File: src/qdc_consts.svh
// Register offsets, field positions, reset values and timing figures of the decoder.
`ifndef QDC_CONSTS_SVH
`define QDC_CONSTS_SVH
// ==========================================================
// Register byte offsets
`define QDC_OFS_TASK      12'h000
`define QDC_OFS_IEN_SET   12'h304
`define QDC_OFS_IEN_CLR   12'h308
`define QDC_OFS_STATUS    12'h600
`define QDC_OFS_ENABLE    12'h500
`define QDC_OFS_POL       12'h504
`define QDC_OFS_PER       12'h508
`define QDC_OFS_SAMPLE    12'h50c
`define QDC_OFS_REPPER    12'h510
`define QDC_OFS_ACC       12'h514
`define QDC_OFS_DBL       12'h544
// ==========================================================
// Event bit positions, shared by status and enable registers
`define QDC_EV_SAMPLE     0
`define QDC_EV_REPORT     1
`define QDC_EV_ACCUMULATOR_OVERFLOW_EVENT      2
`define QDC_EV_DBL        3
`define QDC_EV_STOPPED    4
`define QDC_EV_N          5
// ==========================================================
// Task register bits
`define QDC_TASK_START    0
`define QDC_TASK_STOP     1
`define QDC_TASK_CLR      2
// ==========================================================
// Reset values and field limits
`define QDC_RST_REPPER    8'h0a
`define QDC_PER_MAX       4'ha
`define QDC_DBL_CODE      3'sh2
// ==========================================================
// Timing: base sample interval and clock rate
`define QDC_BASE_US       128
`define QDC_CLK_MHZ       200
`define QDC_BASE_CYC      (`QDC_BASE_US * `QDC_CLK_MHZ)
// ==========================================================
// Bus responses
`define QDC_RESP_OKAY     2'h0
`define QDC_RESP_SLVERR   2'h2
`endif

File: src/qdc_pkg.sv
// Types shared by the quadrature decoder control logic.
package qdc_pkg;
    // ==========================================================
    // Register selector and run state
    typedef enum {
        QDC_R_NONE, QDC_R_TASK, QDC_R_IEN_SET, QDC_R_IEN_CLR, QDC_R_STATUS,
        QDC_R_ENABLE, QDC_R_POL, QDC_R_PER, QDC_R_SAMPLE, QDC_R_REPPER,
        QDC_R_ACC, QDC_R_DBL
    } qdc_reg_t;
    typedef enum {QDC_IDLE, QDC_RUN} qdc_state_t;
endpackage : qdc_pkg
File: src/qdc_ctrl.sv
// Quadrature decoder with its control registers behind an AXI4-Lite slave.
//
// Operation
// - Writing one to an enable-clear bit disables that event; reads show enables.
// - Report event fires after report period samples only when motion accumulator nonzero.
// - Double event fires after report period samples only when double accumulator nonzero.
// - Enable one claims input and indicator pins; zero leaves them inactive.
// - Indicator lights low when polarity is zero, high when polarity is one.
// - Interval codes 0 to 10 give 128 us doubling; sample refreshed each sample.
// - Samples are signed two's complement; value 2 marks a double transition.
`timescale 1ns/10ps
`default_nettype none
`include "qdc_consts.svh"

module qdc_ctrl #(
    parameter int BASE_CYC = `QDC_BASE_CYC,
    parameter int ACC_W    = 16,
    parameter int DBL_W    = 4
) (
    // Clock and reset
    input  wire logic        ref_clk,
    input  wire logic        rst,
    // AXI4-Lite write address and data
    input  wire logic        s_axi_awvalid,
    output var  logic        s_axi_awready,
    input  wire logic [11:0] s_axi_awaddr,
    input  wire logic        s_axi_wvalid,
    output var  logic        s_axi_wready,
    input  wire logic [31:0] s_axi_wdata,
    input  wire logic [3:0]  s_axi_wstrb,
    // AXI4-Lite write response
    output var  logic        s_axi_bvalid,
    input  wire logic        s_axi_bready,
    output var  logic [1:0]  s_axi_bresp,
    // AXI4-Lite read
    input  wire logic        s_axi_arvalid,
    output var  logic        s_axi_arready,
    input  wire logic [11:0] s_axi_araddr,
    output var  logic        s_axi_rvalid,
    input  wire logic        s_axi_rready,
    output var  logic [31:0] s_axi_rdata,
    output var  logic [1:0]  s_axi_rresp,
    // Encoder phases and indicator pin
    input  wire logic        phase_a,
    input  wire logic        phase_b,
    output var  logic        led_out,
    output var  logic        led_oe,
    // Interrupt
    output var  logic        irq
);
    import qdc_pkg::*;

    // Refuses parameter values that the counters and read-back paths cannot hold.
    if (BASE_CYC < 1 || ACC_W < 4 || ACC_W > 32 || DBL_W < 1 || DBL_W > 32) begin
        $error("qdc_ctrl: unsupported parameter values");
    end

    // ==========================================================
    // Decoding and transition functions
    function automatic qdc_reg_t reg_sel(input logic [11:0] a);
        case (a)
            `QDC_OFS_TASK:    reg_sel = QDC_R_TASK;
            `QDC_OFS_IEN_SET: reg_sel = QDC_R_IEN_SET;
            `QDC_OFS_IEN_CLR: reg_sel = QDC_R_IEN_CLR;
            `QDC_OFS_STATUS:  reg_sel = QDC_R_STATUS;
            `QDC_OFS_ENABLE:  reg_sel = QDC_R_ENABLE;
            `QDC_OFS_POL:     reg_sel = QDC_R_POL;
            `QDC_OFS_PER:     reg_sel = QDC_R_PER;
            `QDC_OFS_SAMPLE:  reg_sel = QDC_R_SAMPLE;
            `QDC_OFS_REPPER:  reg_sel = QDC_R_REPPER;
            `QDC_OFS_ACC:     reg_sel = QDC_R_ACC;
            `QDC_OFS_DBL:     reg_sel = QDC_R_DBL;
            default:          reg_sel = QDC_R_NONE;
        endcase
    endfunction : reg_sel

    function automatic logic [1:0] gray_pos(input logic [1:0] ab);
        gray_pos = {ab[1], ab[1] ^ ab[0]};
    endfunction : gray_pos

    // Step along the gray cycle: +1, -1, 0 or the double marker.
    function automatic logic signed [2:0] step(input logic [1:0] p, input logic [1:0] n);
        logic [1:0] d;
        d = gray_pos(n) - gray_pos(p);
        case (d)
            2'h0:    step = 3'sh0;
            2'h1:    step = 3'sh1;
            2'h2:    step = `QDC_DBL_CODE;
            default: step = -3'sh1;
        endcase
    endfunction : step

    // ==========================================================
    // Registers and state
    logic [`QDC_EV_N-1:0] irq_en;
    logic [`QDC_EV_N-1:0] status;
    logic                 dec_en;
    logic                 pol;
    logic [3:0]           per_code;
    logic [7:0]           rep_per;
    logic signed [2:0]    sample_val;
    logic signed [ACC_W-1:0] acc;
    logic [DBL_W-1:0]     dbl_acc;
    qdc_state_t           state;
    logic                 aw_got;
    logic                 w_got;
    logic [11:0]          aw_addr;
    logic [31:0]          w_data;
    logic [3:0]           w_strb;
    logic                 wr_do;
    logic                 rd_do;
    qdc_reg_t             wr_sel;
    qdc_reg_t             rd_sel;
    logic                 task_start;
    logic                 task_stop;
    logic                 task_clr;

    assign wr_do      = aw_got && w_got && !s_axi_bvalid;
    assign rd_do      = s_axi_arvalid && s_axi_arready;
    assign wr_sel     = reg_sel(aw_addr);
    assign rd_sel     = reg_sel(s_axi_araddr);
    assign task_start = wr_do && wr_sel == QDC_R_TASK && w_strb[0] && w_data[`QDC_TASK_START];
    assign task_stop  = wr_do && wr_sel == QDC_R_TASK && w_strb[0] && w_data[`QDC_TASK_STOP];
    assign task_clr   = wr_do && wr_sel == QDC_R_TASK && w_strb[0] && w_data[`QDC_TASK_CLR];

    // ==========================================================
    // Write channel
    always_ff @(posedge ref_clk) begin
        if (rst) begin
            aw_got        <= 1'b0;
            w_got         <= 1'b0;
            aw_addr       <= 12'h000;
            w_data        <= 32'h0000_0000;
            w_strb        <= 4'h0;
            s_axi_awready <= 1'b1;
            s_axi_wready  <= 1'b1;
            s_axi_bvalid  <= 1'b0;
            s_axi_bresp   <= `QDC_RESP_OKAY;
        end else begin
            if (s_axi_awvalid && s_axi_awready) begin
                aw_got        <= 1'b1;
                aw_addr       <= s_axi_awaddr;
                s_axi_awready <= 1'b0;
            end
            if (s_axi_wvalid && s_axi_wready) begin
                w_got        <= 1'b1;
                w_data       <= s_axi_wdata;
                w_strb       <= s_axi_wstrb;
                s_axi_wready <= 1'b0;
            end
            if (wr_do) begin
                s_axi_bvalid <= 1'b1;
                s_axi_bresp  <= (wr_sel == QDC_R_NONE) ? `QDC_RESP_SLVERR : `QDC_RESP_OKAY;
            end
            if (s_axi_bvalid && s_axi_bready) begin
                s_axi_bvalid  <= 1'b0;
                aw_got        <= 1'b0;
                w_got         <= 1'b0;
                s_axi_awready <= 1'b1;
                s_axi_wready  <= 1'b1;
            end
        end
    end

    // ==========================================================
    // Software-written configuration
    always_ff @(posedge ref_clk) begin
        if (rst) begin
            irq_en   <= '0;
            dec_en   <= 1'b0;
            pol      <= 1'b0;
            per_code <= 4'h0;
            rep_per  <= `QDC_RST_REPPER;
        end else if (wr_do && w_strb[0]) begin
            case (wr_sel)
                QDC_R_IEN_SET: irq_en <= irq_en | w_data[`QDC_EV_N-1:0];
                QDC_R_IEN_CLR: irq_en <= irq_en & ~w_data[`QDC_EV_N-1:0];
                QDC_R_ENABLE:  dec_en <= w_data[0];
                QDC_R_POL:     pol    <= w_data[0];
                QDC_R_PER: begin
                    // Codes above the last doubling step are ignored.
                    if (w_data[3:0] <= `QDC_PER_MAX && w_data[7:4] == 4'h0) begin
                        per_code <= w_data[3:0];
                    end
                end
                QDC_R_REPPER:  rep_per <= w_data[7:0];
                default: begin
                end
            endcase
        end
    end

    // ==========================================================
    // Pin synchronisers and sample divider
    logic [1:0]  ab_meta;
    logic [1:0]  ab_sync;
    logic [1:0]  ab_prev;
    logic [31:0] div_cnt;
    logic [31:0] div_top;
    logic        samp_tick;

    // Interval is the base period doubled once per code step.
    assign div_top   = (32'(BASE_CYC) << per_code) - 32'h1;
    // A shorter interval written mid-run ends the current count instead of wrapping it.
    assign samp_tick = state == QDC_RUN && div_cnt >= div_top;

    always_ff @(posedge ref_clk) begin
        if (rst) begin
            ab_meta <= 2'h0;
            ab_sync <= 2'h0;
        end else begin
            ab_meta <= {phase_a, phase_b};
            ab_sync <= ab_meta;
        end
    end

    always_ff @(posedge ref_clk) begin
        if (rst) begin
            state <= QDC_IDLE;
        end else begin
            case (state)
                QDC_IDLE: if (task_start && dec_en) state <= QDC_RUN;
                QDC_RUN:  if (task_stop || !dec_en) state <= QDC_IDLE;
                default:  state <= QDC_IDLE;
            endcase
        end
    end

    always_ff @(posedge ref_clk) begin
        if (rst || state != QDC_RUN || samp_tick) begin
            div_cnt <= 32'h0;
        end else begin
            div_cnt <= div_cnt + 32'h1;
        end
    end

    // ==========================================================
    // Sample, accumulators and report counter
    logic signed [2:0]       delta;
    logic signed [ACC_W:0]   acc_sum;
    logic                    acc_ovf;
    logic [DBL_W-1:0]        next_dbl;
    logic signed [ACC_W-1:0] next_acc;
    logic [7:0]              rep_cnt;
    logic                    rep_hit;
    logic                    ev_sample;
    logic                    ev_report;
    logic                    ev_accumulator_overflow_event;
    logic                    ev_dbl;
    logic                    ev_stop;

    assign delta   = step(ab_prev, ab_sync);
    assign acc_sum = {acc[ACC_W-1], acc} + (ACC_W+1)'(delta);
    assign acc_ovf = samp_tick && delta != `QDC_DBL_CODE && acc_sum[ACC_W] != acc_sum[ACC_W-1];
    assign rep_hit = samp_tick && (rep_cnt + 8'h1 >= rep_per);

    always_comb begin
        next_acc = acc;
        next_dbl = dbl_acc;
        if (task_clr) begin
            next_acc = '0;
            next_dbl = '0;
        end else if (samp_tick) begin
            if (delta == `QDC_DBL_CODE) begin
                if (dbl_acc != '1) next_dbl = dbl_acc + 1'b1;
            end else if (!acc_ovf) begin
                next_acc = acc_sum[ACC_W-1:0];
            end
        end
    end

    always_ff @(posedge ref_clk) begin
        if (rst) begin
            ab_prev    <= 2'h0;
            sample_val <= 3'sh0;
            acc        <= '0;
            dbl_acc    <= '0;
            rep_cnt    <= 8'h0;
        end else begin
            acc     <= next_acc;
            dbl_acc <= next_dbl;
            if (state == QDC_IDLE) begin
                ab_prev <= ab_sync;
                rep_cnt <= 8'h0;
            end else if (samp_tick) begin
                ab_prev    <= ab_sync;
                sample_val <= delta;
                rep_cnt    <= rep_hit ? 8'h0 : rep_cnt + 8'h1;
            end
        end
    end

    // Report and double events look at the values the accumulators take now.
    always_ff @(posedge ref_clk) begin
        if (rst) begin
            ev_sample <= 1'b0;
            ev_report <= 1'b0;
            ev_accumulator_overflow_event  <= 1'b0;
            ev_dbl    <= 1'b0;
            ev_stop   <= 1'b0;
        end else begin
            ev_sample <= samp_tick;
            ev_report <= rep_hit && next_acc != '0;
            ev_dbl    <= rep_hit && next_dbl != '0;
            ev_accumulator_overflow_event  <= acc_ovf;
            ev_stop   <= state == QDC_RUN && (task_stop || !dec_en);
        end
    end

    // ==========================================================
    // Status, interrupt and pins
    logic [`QDC_EV_N-1:0] ev_vec;

    assign ev_vec = {ev_stop, ev_dbl, ev_accumulator_overflow_event, ev_report, ev_sample};

    always_ff @(posedge ref_clk) begin
        if (rst) begin
            status <= '0;
        end else if (rd_do && rd_sel == QDC_R_STATUS) begin
            status <= ev_vec;
        end else begin
            status <= status | ev_vec;
        end
    end

    always_ff @(posedge ref_clk) begin
        if (rst) begin
            irq     <= 1'b0;
            led_out <= 1'b0;
            led_oe  <= 1'b0;
        end else begin
            irq     <= |(status & irq_en);
            led_oe  <= dec_en;
            led_out <= dec_en && ((state == QDC_RUN) ? pol : !pol);
        end
    end

    // ==========================================================
    // Read channel
    always_ff @(posedge ref_clk) begin
        if (rst) begin
            s_axi_arready <= 1'b1;
            s_axi_rvalid  <= 1'b0;
            s_axi_rdata   <= 32'h0000_0000;
            s_axi_rresp   <= `QDC_RESP_OKAY;
        end else if (rd_do) begin
            s_axi_arready <= 1'b0;
            s_axi_rvalid  <= 1'b1;
            s_axi_rresp   <= `QDC_RESP_OKAY;
            case (rd_sel)
                QDC_R_IEN_SET, QDC_R_IEN_CLR: s_axi_rdata <= 32'(irq_en);
                QDC_R_STATUS: s_axi_rdata <= 32'(status);
                QDC_R_ENABLE: s_axi_rdata <= {31'h0, dec_en};
                QDC_R_POL:    s_axi_rdata <= {31'h0, pol};
                QDC_R_PER:    s_axi_rdata <= {28'h0, per_code};
                QDC_R_SAMPLE: s_axi_rdata <= 32'(signed'(sample_val));
                QDC_R_REPPER: s_axi_rdata <= {24'h0, rep_per};
                QDC_R_ACC:    s_axi_rdata <= 32'(signed'(acc));
                QDC_R_DBL:    s_axi_rdata <= 32'(dbl_acc);
                QDC_R_TASK:   s_axi_rdata <= 32'h0000_0000;
                default: begin
                    s_axi_rdata <= 32'h0000_0000;
                    s_axi_rresp <= `QDC_RESP_SLVERR;
                end
            endcase
        end else if (s_axi_rvalid && s_axi_rready) begin
            s_axi_rvalid  <= 1'b0;
            s_axi_arready <= 1'b1;
        end
    end
endmodule : qdc_ctrl

`default_nettype wire

File: config.mk
export PLATFORM = sky130hd
export DESIGN_NAME = qdc_ctrl
export DESIGN_NICKNAME = d
export VERILOG_FILES = /design/src/qdc_pkg.sv /design/src/qdc_ctrl.sv
export VERILOG_INCLUDE_DIRS = /design/src
export SDC_FILE = /design/constraint.sdc
export NUM_CORES = 1
export LEC_CHECK = 0
export BUFFER_PORTS_ARGS = -buffer_cell sky130_fd_sc_hd__buf_2
export CORE_ASPECT_RATIO = 0.9
export CORE_MARGIN = 2
export CORE_UTILIZATION = 53
export DETAILED_ROUTE_END_ITERATION = 7
export PLACE_DENSITY_LB_ADDON = 0.25
export SKIP_LAST_GASP = 1
export SYNTH_ARGS = -nofsm -noshare
export SYNTH_HDL_FRONTEND = slang
export SYNTH_SLANG_ARGS = --single-unit
File: constraint.sdc
create_clock -name ref_clk -period 4.3 [get_ports ref_clk]
set_input_delay 0.43 -clock ref_clk [delete_from_list [all_inputs] [get_ports ref_clk]]
set_output_delay 0.43 -clock ref_clk [all_outputs]
set_load 0.005 [all_outputs]
==> run metrics <==
status finished, final reports clean; cell area after synthesis 8810 sq um; Initial DRC Count 608; Ys Warns 0; Core ar. 16,200 sq um; Clock transition at path regs 0.06 ns; peak supply drop 0.267 mV; post-synth top area share 0.336; dpl hpwl 15.5 mm; vias per inst 5.76; Reg power frac 0.469; Core Rows 44; Inst Count DP 1,334; EDFF count, synth 0; Period Utilization, post-route 0.931; multi-input logic area 5410 sq um; Area Overhead vs Synth 11.9%; Synth Flop Type dfxtp_1; Worst EP required 4.61 ns; number of global-route vias before repair 7,038; average routed wire per standard cell 15.4 microns; root buf cell clkbuf_16; PD cells 306 nW/um^2; via count 7,862; pre-CTS setup slack -0.259 ns; # Post-CTS Setup Buffers 0; gp weighted congestion 0.893; Post-Layout Cell Count 1,365; Critical Path Start Type flop; share of layout cells above drive strength 1 0.134; peak fanout along the critical path 5; TritonCTS buffer count 17; Final setup viols 0; die height 126 microns; First-pass DRT Iterations 5; Peak Freq 250 MHz; syn avg cell area 8.06 sq um; DRC 0; Finished Core Util 0.609; internal power 2.28 mW; Starting Density 0.545; initial antenna violation count 0; Max-Cap Viols 0; dpl cell area 9280 sq um; Combinational Power Share 0.065; Clock Skew 0.00847 ns; GRT Overall Usage 0.240; Post-Synthesis Cells 1,094; Fin. Hold Viols 0; RSZ-0062 raised after global routing false; WP data arrival 4.31 ns; CP endpoint kind flop; sequential cell area fraction in the yosys report 0.336; Die ar. 17,700 sq um; global-route wire length before repair 34.9 mm; Boundary Pins 113; # fillers 1,472; Max Buffers Root-to-Sink 2; GR Overflow Total 0; CTS tree built; post-route setup slack 0.298 ns; IO buf count 83; Max Slew Vio Count 0; critical path class reg2reg; antenna viol nets, final 0; NumNets Final 1,274; Tot Pwr 3.02 mW; Net Switching 0.740 mW; HP Class in2reg; later-pin clock latency in the skew report 0.43 ns; register area 2960 sq um; Routed Wire Length 21.0 mm; Setup TNS 0 ns; CTS H-Tree Depth 4; worst slew pin tran 0.766 ns; Worst slew margin 0.488; library cells used by synthesis 76; Synth async-reset ratio 0; min cycle time layout 4.00 ns; Clk pwr share 0.466; Pleak 3.96 nW; CTS Hold Bufs 0; count of state elements after synthesis 148; top area cells in the synthesized netlist dfxtp_1 (34%), ha_1 (8.2%), nor2_1 (5.5%); sw frac 0.245; design area 9860 sq um; CTS sink count 148; largest net degree at the start of global routing 73; hold slack 0.200 ns; ant diodes 0; Die X 140 microns; area leader, netlist dfxtp_1
path summary, 6_finish.rpt:
check | slack, ns | endpoint | cells past startpoint | startpoint
setup / recovery | 0.30 | ev_report | 15 | ab_sync[1]
hold / removal | 0.20 | s_axi_awready | 2 | s_axi_awvalid
setup reg to reg | 0.30 | ev_report | 15 | ab_sync[1]
hold reg to reg | 0.44 | ab_sync[0] | 1 | ab_meta[0]
repair_timing:
action                                  in CTS  in global routing
gates resized for setup                      1                  5
pin swaps                                    0                  1
endpoints found under the setup margin      17                 60
layout by cell type, fill, tap and decap left out, drive strengths merged, types with 7 or more instances in the layout:
cell type / Yosys / layout
a31oi: 12 / 12
nand4: 12 / 12
buf: 28 / 98
inv: 38 / 41
a22oi: 9 / 9
o211ai: 8 / 8
a21o: 9 / 9
nor2b: 12 / 12
o21ai: 40 / 40
nor4: 12 / 12
dfxtp: 148 / 148
a211oi: 7 / 7
xor2: 35 / 35
nor3: 32 / 32
o21a: 11 / 11
nand3: 46 / 46
nand2b: 10 / 10
a2bb2oi: 8 / 8
nor2: 129 / 129
and3: 11 / 11
ha: 58 / 58
xnor2: 29 / 29
a221oi: 10 / 10
a21oi: 90 / 90
nand2: 126 / 126
mux2i: 35 / 35
clkbuf: 39 / 19
logic make-up (layout without fill, tap and decap cells):
kind of cell	count (synthesis)	in the layout	share of synthesized area
multiplexers	38	38	0.0436
buffers and inverters	107	169	0.0548
flip-flops	148	148	0.336
AO/OA/AOI/OAI	240	240	0.180
XOR/XNOR	64	64	0.0636
adder cells (fa/ha/maj)	59	59	0.0846
AND/OR/NAND/NOR	436	436	0.236
other	2	4	0.000852
final cells by class:
cell class                 count  area share
sequential                   148       0.300
clock buffer                  19      0.0449
multi-input combinational    841       0.549
inverter                      40      0.0152
tap                          207      0.0263
clock inverter                12      0.0108
timing repair buffer          98      0.0535
Yosys cell counts, drive strengths merged (9+ instances only):
master and number:
nand2b 10, o21a 11, nand3 46, a221oi 10, nand2 126, a22oi 9
nor3 32, nor2 129, mux2i 35, buf 28, a21o 9, o21ai 40
nor4 12, a21oi 90, nor2b 12, xnor2 29, clkbuf 39, and3 11
xor2 35, nand4 12, a31oi 12, inv 38, dfxtp 148, ha 58
per-layer routing:
metal,vias up,track usage,wire length [microns]
met4,0,0.0718,240
met2,224,0.356,9140
met1,3651,0.356,10500
li1,3968,-,-
met5,-,0,0
met3,19,0.0419,1170
worst max-delay path, cell delays in order (launching register included):
cell       delay [ns]
dfxtp_1          0.39
xnor2_1          0.10
ha_1             0.21
xnor2_1          0.16
xor2_1           0.29
buf_4            0.18
inv_1            0.07
ha_1             0.28
a21oi_1          0.35
o211ai_1         0.29
o311a_1          0.37
a2111oi_0        0.46
buf_4            0.21
nand4b_1         0.08
nor4bb_1         0.35
nor2_1           0.10
registers in the layout, indices dropped and copies added, names as in the netlist, 2 cells and up, named ones only:
| signal | flops |
|---|---|
| ab_meta | 2 |
| ab_prev | 2 |
| ab_sync | 2 |
| acc | 16 |
| aw_addr | 12 |
| dbl_acc | 4 |
| div_cnt | 32 |
| per_code | 4 |
| rep_cnt | 8 |
| rep_per | 8 |
| s_axi_rdata | 16 |
| sample_val | 3 |
| status | 5 |
| w_data | 8 |
power groups by stage:
stage	Clock, mW	Combinational (mW)	Sequential [mW]
finish	1.41	0.195	1.42
global placement	0	0.188	1.45
global route	1.49	0.218	1.42
detailed placement	0	0.191	1.45
floorplan	0	0.137	1.43
CTS	1.42	0.193	1.42
(Power assumes the default switching activity.)
